<file path="src/logic/btau_pkg.sv">
// Purpose: Shared types and constants of the branch target address unit.
// Assumes: A 16-bit program address space and byte-wide program memory.
// Notes:   Every address constant used by the logic is named here.
`default_nettype none
package btau_pkg;

  // Address and field widths.
  localparam int unsigned ADDR_W = 16;
  localparam int unsigned LEN_W  = 3;
  localparam int unsigned IDX_W  = 5;

  // Program counter value after reset.
  localparam logic [15:0] RESET_PC        = 16'h0000;
  // Window reached by the fixed-area call.
  localparam logic [15:0] FIXED_AREA_BASE = 16'h0800;
  localparam logic [15:0] FIXED_AREA_TOP  = 16'h0fff;
  localparam int unsigned SHORT_W         = 11;
  // Vector table bounds.
  localparam logic [15:0] TABLE_BASE      = 16'h0040;
  localparam logic [15:0] TABLE_TOP       = 16'h007f;
  // Opcode bits that pick the vector table entry.
  localparam int unsigned TBL_IDX_LSB     = 1;
  localparam int unsigned TBL_IDX_MSB     = 5;
  // Sign bit of the relative displacement.
  localparam int unsigned DISP_SIGN       = 7;

  // Target source of one instruction.
  typedef enum logic [2:0] {
    BTAU_SEQUENTIAL,
    BTAU_RELATIVE,
    BTAU_FULL_JUMP,
    BTAU_FIXED_CALL,
    BTAU_TABLE_CALL,
    BTAU_PAIR_JUMP
  } btau_mode_t;

  // One decoded instruction as handed over by the decoder.
  typedef struct packed {
    btau_mode_t         mode;
    logic [LEN_W-1:0]   instr_len;             // Bytes of this instruction.
    logic               conditional;           // Relative branch has a test.
    logic               cond_met;              // Test outcome.
    logic [7:0]         relative_displacement;
    logic [15:0]        full_target_address;   // Low 11 bits: short call.
    logic [7:0]         opcode;
    logic [15:0]        accumulator_pair;
  } btau_cmd_t;

endpackage
`default_nettype wire

</file>
<file path="src/logic/btau_core.sv">
// Purpose: Forms the next program counter of the core for every instruction.
// Assumes: Decoder and memory port run on CLK; CMD is held until accepted.
// Notes:   Table calls stall the decoder until both entry bytes are in.
//
// How it works
// - Without a branch the counter grows by the instruction length.
// - Relative target is next instruction address plus displacement.
// - Displacement is signed, bit 7 sign, reach -128 to +127.
// - Short jump and satisfied conditional branches use relative targets.
// - Full-address call and jump load the 16-bit immediate directly.
// - Fixed-area call builds targets from 11 bits inside 0800H-0FFFH.
// - Table call indexes 0040H-007FH by opcode bits 1-5 and loads it.
// - Register jump copies the accumulator pair into the counter.
`timescale 1ns/1ns
`default_nettype none
module btau_core #(
  parameter logic [15:0] RESET_VALUE = btau_pkg::RESET_PC
) (
  // Clock and reset
  input  wire logic                 CLK,
  input  wire logic                 ARST_N,
  // Decoded instruction handshake
  input  wire logic                 CMD_VALID,
  input  wire btau_pkg::btau_cmd_t  CMD,
  output var  logic                 CMD_READY,
  // Program counter to the fetch unit
  output var  logic [15:0]          PC,
  output var  logic                 PC_UPDATE,
  // Memory read port for vector entries
  output var  logic                 MEM_RD_REQ,
  output var  logic [15:0]          MEM_RD_ADDR,
  input  wire logic                 MEM_RD_VALID,
  input  wire logic [7:0]           MEM_RD_DATA
);

  // Sign extension of an 8-bit displacement.
  function automatic logic [15:0] sext8(input logic [7:0] d);
    sext8 = {{8{d[btau_pkg::DISP_SIGN]}}, d};
  endfunction

  // Next sequential address, dropping any carry out of bit 15.
  function automatic logic [15:0] seq_addr(input logic [15:0] pc,
                                           input logic [2:0]  len);
    seq_addr = 16'(pc + {13'h0000, len});
  endfunction

  logic        vec_done;
  logic [15:0] vec_target;

  // Accepted instruction and its target candidates.
  wire logic        accept     = CMD_VALID && CMD_READY;
  wire logic [15:0] next_seq   = seq_addr(PC, CMD.instr_len);
  wire logic [15:0] disp_ext   = sext8(CMD.relative_displacement);
  wire logic [15:0] rel_target = 16'(next_seq + disp_ext);
  wire logic        rel_taken  = !CMD.conditional || CMD.cond_met;
  // short call lands in the fixed area.
  wire logic [15:0] fix_target = btau_pkg::FIXED_AREA_BASE |
                                 {5'h00, CMD.full_target_address[10:0]};
  wire logic [4:0]  tbl_index  =
    CMD.opcode[btau_pkg::TBL_IDX_MSB:btau_pkg::TBL_IDX_LSB];
  wire logic        tbl_start  =
    accept && CMD.mode == btau_pkg::BTAU_TABLE_CALL;

  // Target selection for the accepted instruction.
  logic [15:0] next_pc;
  always_comb begin
    next_pc = next_seq;
    case (CMD.mode)
      btau_pkg::BTAU_SEQUENTIAL: next_pc = next_seq;
      btau_pkg::BTAU_RELATIVE:   next_pc = rel_taken ? rel_target : next_seq;
      btau_pkg::BTAU_FULL_JUMP:  next_pc = CMD.full_target_address;
      btau_pkg::BTAU_FIXED_CALL: next_pc = fix_target;
      btau_pkg::BTAU_PAIR_JUMP:  next_pc = CMD.accumulator_pair;
      default:                   next_pc = PC;
    endcase
  end

  // Program counter and handshake; table calls wait for the fetch.
  always_ff @(posedge CLK or negedge ARST_N) begin
    if (!ARST_N) begin
      PC        <= RESET_VALUE;
      PC_UPDATE <= 1'b0;
      CMD_READY <= 1'b1;
    end else begin
      PC_UPDATE <= 1'b0;
      if (vec_done) begin
        PC        <= vec_target;
        PC_UPDATE <= 1'b1;
        CMD_READY <= 1'b1;
      end else if (tbl_start) begin
        CMD_READY <= 1'b0;
      end else if (accept) begin
        PC        <= next_pc;
        PC_UPDATE <= 1'b1;
      end
    end
  end

  btau_vec_fetch u_vec_fetch (
    .clk      (CLK),
    .arst_n   (ARST_N),
    .start    (tbl_start),
    .index    (tbl_index),
    .rd_req   (MEM_RD_REQ),
    .rd_addr  (MEM_RD_ADDR),
    .rd_valid (MEM_RD_VALID),
    .rd_data  (MEM_RD_DATA),
    .done     (vec_done),
    .target   (vec_target)
  );

  // Sequential instructions advance by their length.
  a_seq_advance: assert property (
    @(posedge CLK) disable iff (!ARST_N)
    (accept && CMD.mode == btau_pkg::BTAU_SEQUENTIAL) |=>
      (PC_UPDATE && PC == 16'($past(PC) + $past(CMD.instr_len))))
    else $error("Sequential advance wrong.");

  // Taken relative branch lands at next address plus signed displacement.
  a_rel_taken: assert property (
    @(posedge CLK) disable iff (!ARST_N)
    (accept && CMD.mode == btau_pkg::BTAU_RELATIVE && rel_taken) |=>
      (PC == 16'($past(PC) + $past(CMD.instr_len)
                 + sext8($past(CMD.relative_displacement)))))
    else $error("Relative target wrong.");

  // The reach stays within -128 to +127 of the next instruction.
  a_rel_reach: assert property (
    @(posedge CLK) disable iff (!ARST_N)
    (accept && CMD.mode == btau_pkg::BTAU_RELATIVE && rel_taken) |=>
      ((16'(PC - 16'($past(PC) + $past(CMD.instr_len))) <= 16'h007f) ||
       (16'(PC - 16'($past(PC) + $past(CMD.instr_len))) >= 16'hff80)))
    else $error("Relative reach exceeded.");

  // A failed condition falls through to the next instruction.
  a_rel_untaken: assert property (
    @(posedge CLK) disable iff (!ARST_N)
    (accept && CMD.mode == btau_pkg::BTAU_RELATIVE && !rel_taken) |=>
      (PC == 16'($past(PC) + $past(CMD.instr_len))))
    else $error("Untaken branch moved off sequence.");

  // Full-address targets load unchanged.
  a_full_load: assert property (
    @(posedge CLK) disable iff (!ARST_N)
    (accept && CMD.mode == btau_pkg::BTAU_FULL_JUMP) |=>
      (PC == $past(CMD.full_target_address)))
    else $error("Full target not loaded.");

  // Fixed-area calls stay inside their window.
  a_fixed_range: assert property (
    @(posedge CLK) disable iff (!ARST_N)
    (accept && CMD.mode == btau_pkg::BTAU_FIXED_CALL) |=>
      (PC >= btau_pkg::FIXED_AREA_BASE && PC <= btau_pkg::FIXED_AREA_TOP
       && PC[10:0] == $past(CMD.full_target_address[10:0])))
    else $error("Fixed-area call out of window.");

  // Table call reads the even entry address inside the table next cycle.
  a_table_addr: assert property (
    @(posedge CLK) disable iff (!ARST_N)
    tbl_start |=> (MEM_RD_REQ && !CMD_READY && !MEM_RD_ADDR[0]
      && MEM_RD_ADDR >= btau_pkg::TABLE_BASE
      && MEM_RD_ADDR <= btau_pkg::TABLE_TOP
      && MEM_RD_ADDR[5:1] == $past(tbl_index)))
    else $error("Vector table address wrong.");

  // The fetched entry becomes the counter one cycle after it arrives.
  a_table_load: assert property (
    @(posedge CLK) disable iff (!ARST_N)
    vec_done |=> (PC == $past(vec_target) && PC_UPDATE && CMD_READY))
    else $error("Vector entry not loaded.");

  // Register jump takes the accumulator pair.
  a_pair_copy: assert property (
    @(posedge CLK) disable iff (!ARST_N)
    (accept && CMD.mode == btau_pkg::BTAU_PAIR_JUMP) |=>
      (PC == $past(CMD.accumulator_pair) && PC_UPDATE))
    else $error("Accumulator pair not copied.");

endmodule
`default_nettype wire

</file>
<file path="src/logic/btau_vec_fetch.sv">
// Purpose: Reads one two-byte vector table entry over the memory read port.
// Assumes: Each read is answered by one rd_valid pulse while rd_req is high.
// Notes:   Low byte is read from the even address, then the high byte.
`timescale 1ns/1ns
`default_nettype none
module btau_vec_fetch (
  // Clock and reset
  input  wire logic        clk,
  input  wire logic        arst_n,
  // Request from the core
  input  wire logic        start,
  input  wire logic [4:0]  index,
  // Memory read port
  output var  logic        rd_req,
  output var  logic [15:0] rd_addr,
  input  wire logic        rd_valid,
  input  wire logic [7:0]  rd_data,
  // Result
  output var  logic        done,
  output var  logic [15:0] target
);

  typedef enum logic [1:0] {VF_IDLE, VF_LOW, VF_HIGH} btau_vf_state_t;

  btau_vf_state_t state;
  logic [7:0]     low_byte;

  // Entry address is the table base plus twice the index.
  wire logic [15:0] entry_addr = btau_pkg::TABLE_BASE | {10'h000, index, 1'b0};

  // Two-read sequence: even address first, then the odd one.
  always_ff @(posedge clk or negedge arst_n) begin
    if (!arst_n) begin
      state    <= VF_IDLE;
      rd_req   <= 1'b0;
      rd_addr  <= 16'h0000;
      low_byte <= 8'h00;
      done     <= 1'b0;
      target   <= 16'h0000;
    end else begin
      done <= 1'b0;
      case (state)
        VF_IDLE: begin
          if (start) begin
            rd_req  <= 1'b1;
            rd_addr <= entry_addr;
            state   <= VF_LOW;
          end
        end
        VF_LOW: begin
          if (rd_valid) begin
            low_byte <= rd_data;
            rd_addr  <= rd_addr | 16'h0001;
            state    <= VF_HIGH;
          end
        end
        VF_HIGH: begin
          if (rd_valid) begin
            rd_req <= 1'b0;
            target <= {rd_data, low_byte};
            done   <= 1'b1;
            state  <= VF_IDLE;
          end
        end
        default: state <= VF_IDLE;
      endcase
    end
  end

  // The high byte read uses the odd address and lands in the top half.
  a_vec_byte_pair: assert property (
    @(posedge clk) disable iff (!arst_n)
    (state == VF_HIGH && rd_valid) |=>
      (done && target[15:8] == $past(rd_data) && $past(rd_addr[0])
       && target[7:0] == $past(low_byte)))
    else $error("Vector entry bytes paired wrongly.");

endmodule
`default_nettype wire

</file>
<file path="config.mk">
export PLATFORM = sky130hd
export DESIGN_NAME = btau_core
export DESIGN_NICKNAME = d
export VERILOG_FILES = /design/src/logic/btau_pkg.sv /design/src/logic/btau_core.sv /design/src/logic/btau_vec_fetch.sv
export SDC_FILE = /design/constraint.sdc
export NUM_CORES = 1
export LEC_CHECK = 0
export ABC_CLOCK_PERIOD_IN_PS = 6300
export BUFFER_PORTS_ARGS = -buffer_cell sky130_fd_sc_hd__buf_2
export CAP_MARGIN = 25
export CORE_AREA = 2 2 88 98
export DETAILED_ROUTE_END_ITERATION = 7
export DIE_AREA = 0 0 90 100
export PLACE_DENSITY = 0.75
export REMOVE_ABC_BUFFERS = 1
export SETUP_SLACK_MARGIN = 0.3
export SLEW_MARGIN = 30
export SYNTH_ARGS = -nofsm -noshare
export SYNTH_HDL_FRONTEND = slang
export SYNTH_HIERARCHICAL = 1
export SYNTH_SLANG_ARGS = --single-unit
</file>
<file path="constraint.sdc">
create_clock -name CLK -period 6.3 [get_ports CLK]
set_clock_uncertainty 0.1 [all_clocks]
set_input_delay 0.315 -clock CLK [delete_from_list [all_inputs] [get_ports CLK]]
set_output_delay 0.315 -clock CLK [all_outputs]
set_load 0.02 [all_outputs]
</file>
==> results.cfg, run 1 <==
[grt]
grt_pass1_wl_um = 16500
grt_pass1_vias = 3534
grt-ovfl-total = 0
grt.total_usage = 0.223
grt_max_degree = 54
antenna_found_initial = 0

[synth]
synth-xor-area-share = 0.0534
async_reset_ff_frac = 1.00
synth-compound-area-share = 0.234
syn-cell-area_mm2 = 0.00391
yosysWarnings = 6
yosysUniqueCellTypes = 74
synth_seq_cells = 53
synth_seq_area_share = 0.340
syn_inst = 419
synth_top_family_by_area = compound AO/OA/AOI/OAI gates
synthMuxAreaShare = 0.0922
synthSimpleGateAreaFrac = 0.158
syn_avg_cell_area_um2 = 9.33
synth_enable_flop_cells = 0
synth_adder_area_share = 0.0678
synth_ff_type = dfrtp_1

[clocking]
ctsLongestPathBuffers = 2
numClockSinks = 53
cts_resized = 0
tritoncts = yes
post_cts_buffers = 0
cts-hold-fix-buffers = 0
cts_htree_levels = 2
clock-root-buffer = clkbuf_8
insertion_delay_ps = 300
path_clk_slew_ps = 80
cts-buffers-inserted = 5

[drt]
vias = 3527
avgRoutedWirePerCell_um = 16.1
finalWirelength_um = 9870
dr.pass1.iters = 5
ant_nets = 0
avgViaCountPerCell = 5.74
drc_errors = 0
dr.first_iter.drc_count = 141

[floorplan]
die_area_mm2 = 0.00900
die_width_um = 90
die_y_um = 100
core_area_mm2 = 0.00815
io-pin-count = 103
rows = 35
initial_core_util = 0.480

[layout]
fin_nets = 590
final_area_mm2 = 0.00450
postLayoutCoreUtil = 0.552
multi_input_area_mm2 = 0.00240
antenna_cells = 0
mostFrequentLayoutCells = buf_2 (90), dfrtp_1 (52), nand2_1 (39), a21oi_1 (37), o21ai_0 (29)
layout-drive-gt1-share = 0.302
syn_to_final_growth_pct = 15.0
final_common_cell = buf_2
regArea_mm2 = 0.00133
n_fill_cell = 758

[pwr]
combPwrFrac = 0.576
netSwitchingFraction = 0.448
pwr-share-seq = 0.326
p_switching_mw = 0.857
p_int_mw = 1.05
peakVddDrop_v = 0.000226
power_mw = 1.91
clockPowerShare = 0.098
power_density_mw_per_mm2 = 425
leakagePower_nw = 2.09

[placed_design]
place_congestion = 0.942
placed_cell_area_mm2 = 0.00441
portBuffers = 90
pre_cts_ws_ps = 2550
hpwlAfterDp_um = 7840

[worst_setup_path]
startpoint = PC[0]$_DFFE_PN0P_
worst_ep_required_time_ps = 6370
cp_data_arrival_time_ps = 3870
timing.rr.end = PC[15]$_DFFE_PN0P_
worstRegToRegCells = 13
path_class = reg2reg
r2r_start = PC[0]$_DFFE_PN0P_
worst_setup_path_end_kind = flop
r2r_slack_ps = 2500
startpoint_type = flop
crit_fanout = 5

[sta]
worst_pin_slew_ps = 730
setup_viol_count_final = 0
post-route-period-util = 0.603
drv_slew = 0
layout_setup_ws_ps = 2500
fin_crit_ps = 3800
fin_tns_setup_ps = 0
slew_headroom = 0.511
rsz0062_at_grt = false
final_hold_viol_count = 0
fmaxAchievable_mhz = 263

[status]
outcome = completed

[worst_hold_path]
hold_path_class = in2async

[flow_run]
cap_violations = 0
[critical path, cell delays in order (launching register included)]
cell	delay [ps]
dfrtp_1	400
ha_1	210
fa_1	410
a21oi_1	250
nor2_1	100
nand2_1	90
xnor2_1	160
ha_1	350
a21oi_1	270
o21ai_0	190
o31ai_1	430
a41oi_2	170
xnor2_1	180
o311ai_1	360
[final cells by class]
type	count	share of cell area
Clock buffer	8	0.0200
Inverter	18	0.0150
Multi-Input combinational cell	331	0.534
Sequential cell	53	0.295
Tap cell	111	0.0309
Timing Repair Buffer	93	0.105
[metrics by stage]
stage               hold WS (ps)  instances
finish                      25.9        614
global route                84.4        614
CTS                         48.9        614
detailed placement           350        606
global placement             350        606
floorplan                  -80.6        402
[power groups by stage]
stage                     Clock [mW]  Combinational (mW)  Sequential [mW]
after global placement             0                1.05            0.621
after global routing           0.211                1.21            0.648
after CTS                      0.195                1.09            0.622
after floorplan                    0               0.724            0.688
final                          0.187                1.10            0.624
after detailed placement           0                1.08            0.629
[per-layer routing]
metal / GRT usage / share of wire / up-vias
met3: 0.0345 / 0.060 / 16
li1: - / - / 1693
met1: 0.281 / 0.43 / 1687
met5: 0 / 0 / -
met2: 0.394 / 0.49 / 131
met4: 0.0769 / 0.019 / 0
[registers in the layout, indices dropped and copies added, names as in the netlist]
name,cells
u_vec_fetch/rd_addr,7
u_vec_fetch/target,16
u_vec_fetch/rd_req,1
u_vec_fetch/done,1
PC,16
PC_UPDATE,1
u_vec_fetch/state,2
u_vec_fetch/low_byte,8
CMD_READY,1
[cells in the mapped netlist, drive strengths merged (5+ instances only)]
library cell	n	area [µm²]
inv	18	67.6
nand3	7	65.1
nor3	9	55.1
ha	18	225
a221oi	9	78.8
xnor2	12	105
a211oi	6	55.1
nor2	28	115
o211ai	5	37.5
a21oi	38	194
and3	5	36.3
mux2	29	360
o21ai	35	175
o31ai	5	37.5
clkbuf	9	35.0
dfrtp	52	1300
xor2	11	104
o22ai	8	50.1
nor2b	6	45.0
nand2b	7	43.8
nand2	39	146
buf	16	110
[logic make-up (layout without fill, tap and decap cells)]
family,Yosys count,in the layout
compound gates,138,138
xor+xnor,23,23
fa+ha+maj,20,20
buf+inv,43,119
flops,53,53
mux,29,29
other cells,1,9
simple gates,112,112
[worst max-delay path by stage]
stage	cells after the start	end	slack (ps)
after CTS	13	PC[15]$_DFFE_PN0P_	2570
final	13	PC[15]$_DFFE_PN0P_	2500
after floorplan	12	PC[12]$_DFFE_PN0P_	2960
after detailed placement	15	PC[15]$_DFFE_PN0P_	2550
after global routing	14	PC[15]$_DFFE_PN0P_	2240
after global placement	15	PC[15]$_DFFE_PN0P_	2620
Note: power is estimated with default switching activity, not from simulation.
==> inputs of run 2 (changes only) <==
- ABC_AREA: unset -> 1
- ABC_CLOCK_PERIOD_IN_PS: 6300 -> 3550
- CORE_AREA: 2 2 88 98 -> 2 2 91 101
- DIE_AREA: 0 0 90 100 -> 0 0 93 103
- PLACE_DENSITY: 0.75 -> 0.74
- clock period: 6.3 -> 3.55 ns (I/O delays scaled with it)
==> results.cfg, run 2 <==
[status]
outcome = completed

[floorplan]
die_area_mm2 = 0.00958
io-pin-count = 103
rows = 36
initial_core_util = 0.484
die_y_um = 103
core_area_mm2 = 0.00865
die_width_um = 93

[pwr]
peakVddDrop_v = 0.000381
p_switching_mw = 1.76
pwr-share-seq = 0.301
leakagePower_nw = 2.79
combPwrFrac = 0.606
clockPowerShare = 0.093
p_int_mw = 1.89
power_density_mw_per_mm2 = 704
netSwitchingFraction = 0.481

[layout]
reg_top3 = PC (16), u_vec_fetch/target (16), u_vec_fetch/low_byte (8)
n_fill_cell = 833
antenna_cells = 0
regArea_mm2 = 0.00133
layout-drive-gt1-share = 0.296
mostFrequentLayoutCells = nand2_1 (204), buf_2 (90), dfrtp_1 (51), inv_1 (44), nor2_1 (40)
final_common_cell = nand2_1
postLayoutCoreUtil = 0.599
multi_input_area_mm2 = 0.00283
syn_to_final_growth_pct = 23.8
fin_nets = 779

[grt]
grt.total_usage = 0.236
grt-ovfl-total = 0
grt_pass1_wl_um = 18300
antenna_found_initial = 0
grt_pass1_vias = 3931
grt_max_degree = 54

[sta]
final_hold_viol_count = 0
post-route-period-util = 0.887
drv_slew = 0
worst_pin_slew_ps = 779
setup_viol_count_final = 0
rsz0062_at_grt = true
slew_headroom = 0.480
fmaxAchievable_mhz = 318
fin_tns_setup_ps = 0
fin_crit_ps = 3150

[worst_setup_path]
worst_setup_path_end_kind = flop
cp_data_arrival_time_ps = 3240
startpoint_type = flop
path_class = reg2reg
worst_ep_required_time_ps = 3640
crit_fanout = 4

[synth]
synth_area_leader_cell = dfrtp_1
yosys.area.top_type_share = 0.311
syn_avg_cell_area_um2 = 7.01
syn-cell-area_mm2 = 0.00419
synth_most_common_cell = nand2_1
synth_enable_flop_cells = 0
yosysWarnings = 6
synthTopCellsByCount = nand2_1 (217), dfrtp_1 (52), inv_1 (48), nor2_1 (42), nand3_1 (37)
yosysUniqueCellTypes = 51
syn_inst = 597
async_reset_ff_frac = 1.00
synth_seq_cells = 53
synth_seq_area_share = 0.317
ys_top_cells_by_area = dfrtp_1 (31%), nand2_1 (19%), ha_1 (5.4%)
synth_ff_type = dfrtp_1

[drt]
drc_errors = 0
ant_nets = 0
vias = 4174
avgRoutedWirePerCell_um = 13.9
dr.first_iter.drc_count = 174
finalWirelength_um = 11200
dr.pass1.iters = 4
avgViaCountPerCell = 5.18

[clocking]
cts_htree_levels = 2
path_clk_slew_ps = 90
cts-buffers-inserted = 5
tritoncts = yes
insertion_delay_ps = 300
clock-root-buffer = clkbuf_8
ctsLongestPathBuffers = 2
numClockSinks = 53

[placed_design]
hpwlAfterDp_um = 8580
portBuffers = 90
place_congestion = 0.923

[worst_hold_path]
hold_path_class = in2reg

[flow_run]
cap_violations = 0
[run 2: metrics by stage]
| stage | power [mW] | worst slack [ps] | std cells | instance area [µm²] | hold slack, ps |
|---|---|---|---|---|---|
| after floorplan | 2.37 | 425 | 580 | 4050 | -218 |
| after global placement | 2.85 | 296 | 787 | 4660 | 231 |
| after detailed placement | 2.90 | 196 | 787 | 4660 | 241 |
| after CTS | 3.29 | 286 | 799 | 4820 | 0.620 |
| after global routing | 3.98 | 256 | 806 | 5180 | 16.4 |
| final | 3.65 | 401 | 806 | 5180 | 7.23 |
[run 2: logic make-up (layout without fill, tap and decap cells)]
group                      count (synthesis)  after routing  share of synthesized area
AOI/OAI and AO/OA                         69             69                      0.110
DFF                                       53             53                      0.317
xor gates and xnor gates                  13             13                     0.0290
other                                      1              9                   0.000896
adders and majority gates                 20             20                     0.0634
and+or+nand+nor                          357            357                      0.386
buffers and inverters                     84            171                     0.0941
[run 2: what timing repair did]
item	4_1_cts	5_1_grt
pin swaps	3	28
hold buffers	1	0
setup buffers	3	7
resized for setup	6	68
endpoints found under the hold margin	52	0
endpoints found under the setup margin	3	9
[run 2: layout make-up]
type,count,share of cell area
Clock buffer,8,0.0174
Timing Repair Buffer,104,0.108
Sequential cell,53,0.256
Multi-Input combinational cell,468,0.547
Inverter,59,0.0432
Tap cell,114,0.0275
[run 2: worst paths after layout]
path	start	end	slack (ps)	cells past startpoint
setup / recovery	PC[0]$_DFFE_PN0P_	PC[7]$_DFFE_PN0P_	400	19
hold reg to reg	u_vec_fetch/rd_req$_DFFE_PN0P_	u_vec_fetch/rd_req$_DFFE_PN0P_	370	2
setup reg to reg	PC[0]$_DFFE_PN0P_	PC[7]$_DFFE_PN0P_	400	19
hold / removal	CMD[17]	u_vec_fetch/rd_addr[1]$_DFFE_PN0P_	7	3
min in group asynchronous	ARST_N	u_vec_fetch/target[14]$_DFFE_PN0P_	410	3
max in group asynchronous	ARST_N	PC[1]$_DFFE_PN0P_	2460	3
[run 2: power groups by stage]
| stage | clock network (mW) | registers [mW] | logic (mW) |
|---|---|---|---|
| 6_report | 0.339 | 1.10 | 2.21 |
| 5_1_grt | 0.373 | 1.13 | 2.47 |
| 4_1_cts | 0.351 | 1.08 | 1.86 |
| 3_5_place_dp | 0 | 1.09 | 1.81 |
| 3_3_place_gp | 0 | 1.08 | 1.77 |
| 2_1_floorplan | 0 | 1.20 | 1.18 |
[run 2: layer usage]
metal	vias to the layer above	global-route usage	routed length, µm
met1	1920	0.294	4870
met5	-	0	0
li1	2123	-	-
met3	18	0.0249	560
met4	0	0.101	267
met2	113	0.420	5540
[run 2: critical path, cell delays in order (launching register included)]
cell	delay (ps)
dfrtp_1	420
ha_4	180
fa_2	410
nand3_2	120
nand2_4	80
nand2_4	90
nor2_1	70
xor2_2	210
ha_4	260
nand2_2	100
inv_2	40
a21oi_2	130
nand2_2	100
or2_4	260
nand3_2	60
nand3_1	70
nand2_1	80
nand3_2	90
o211ai_2	80
o21ai_1	80
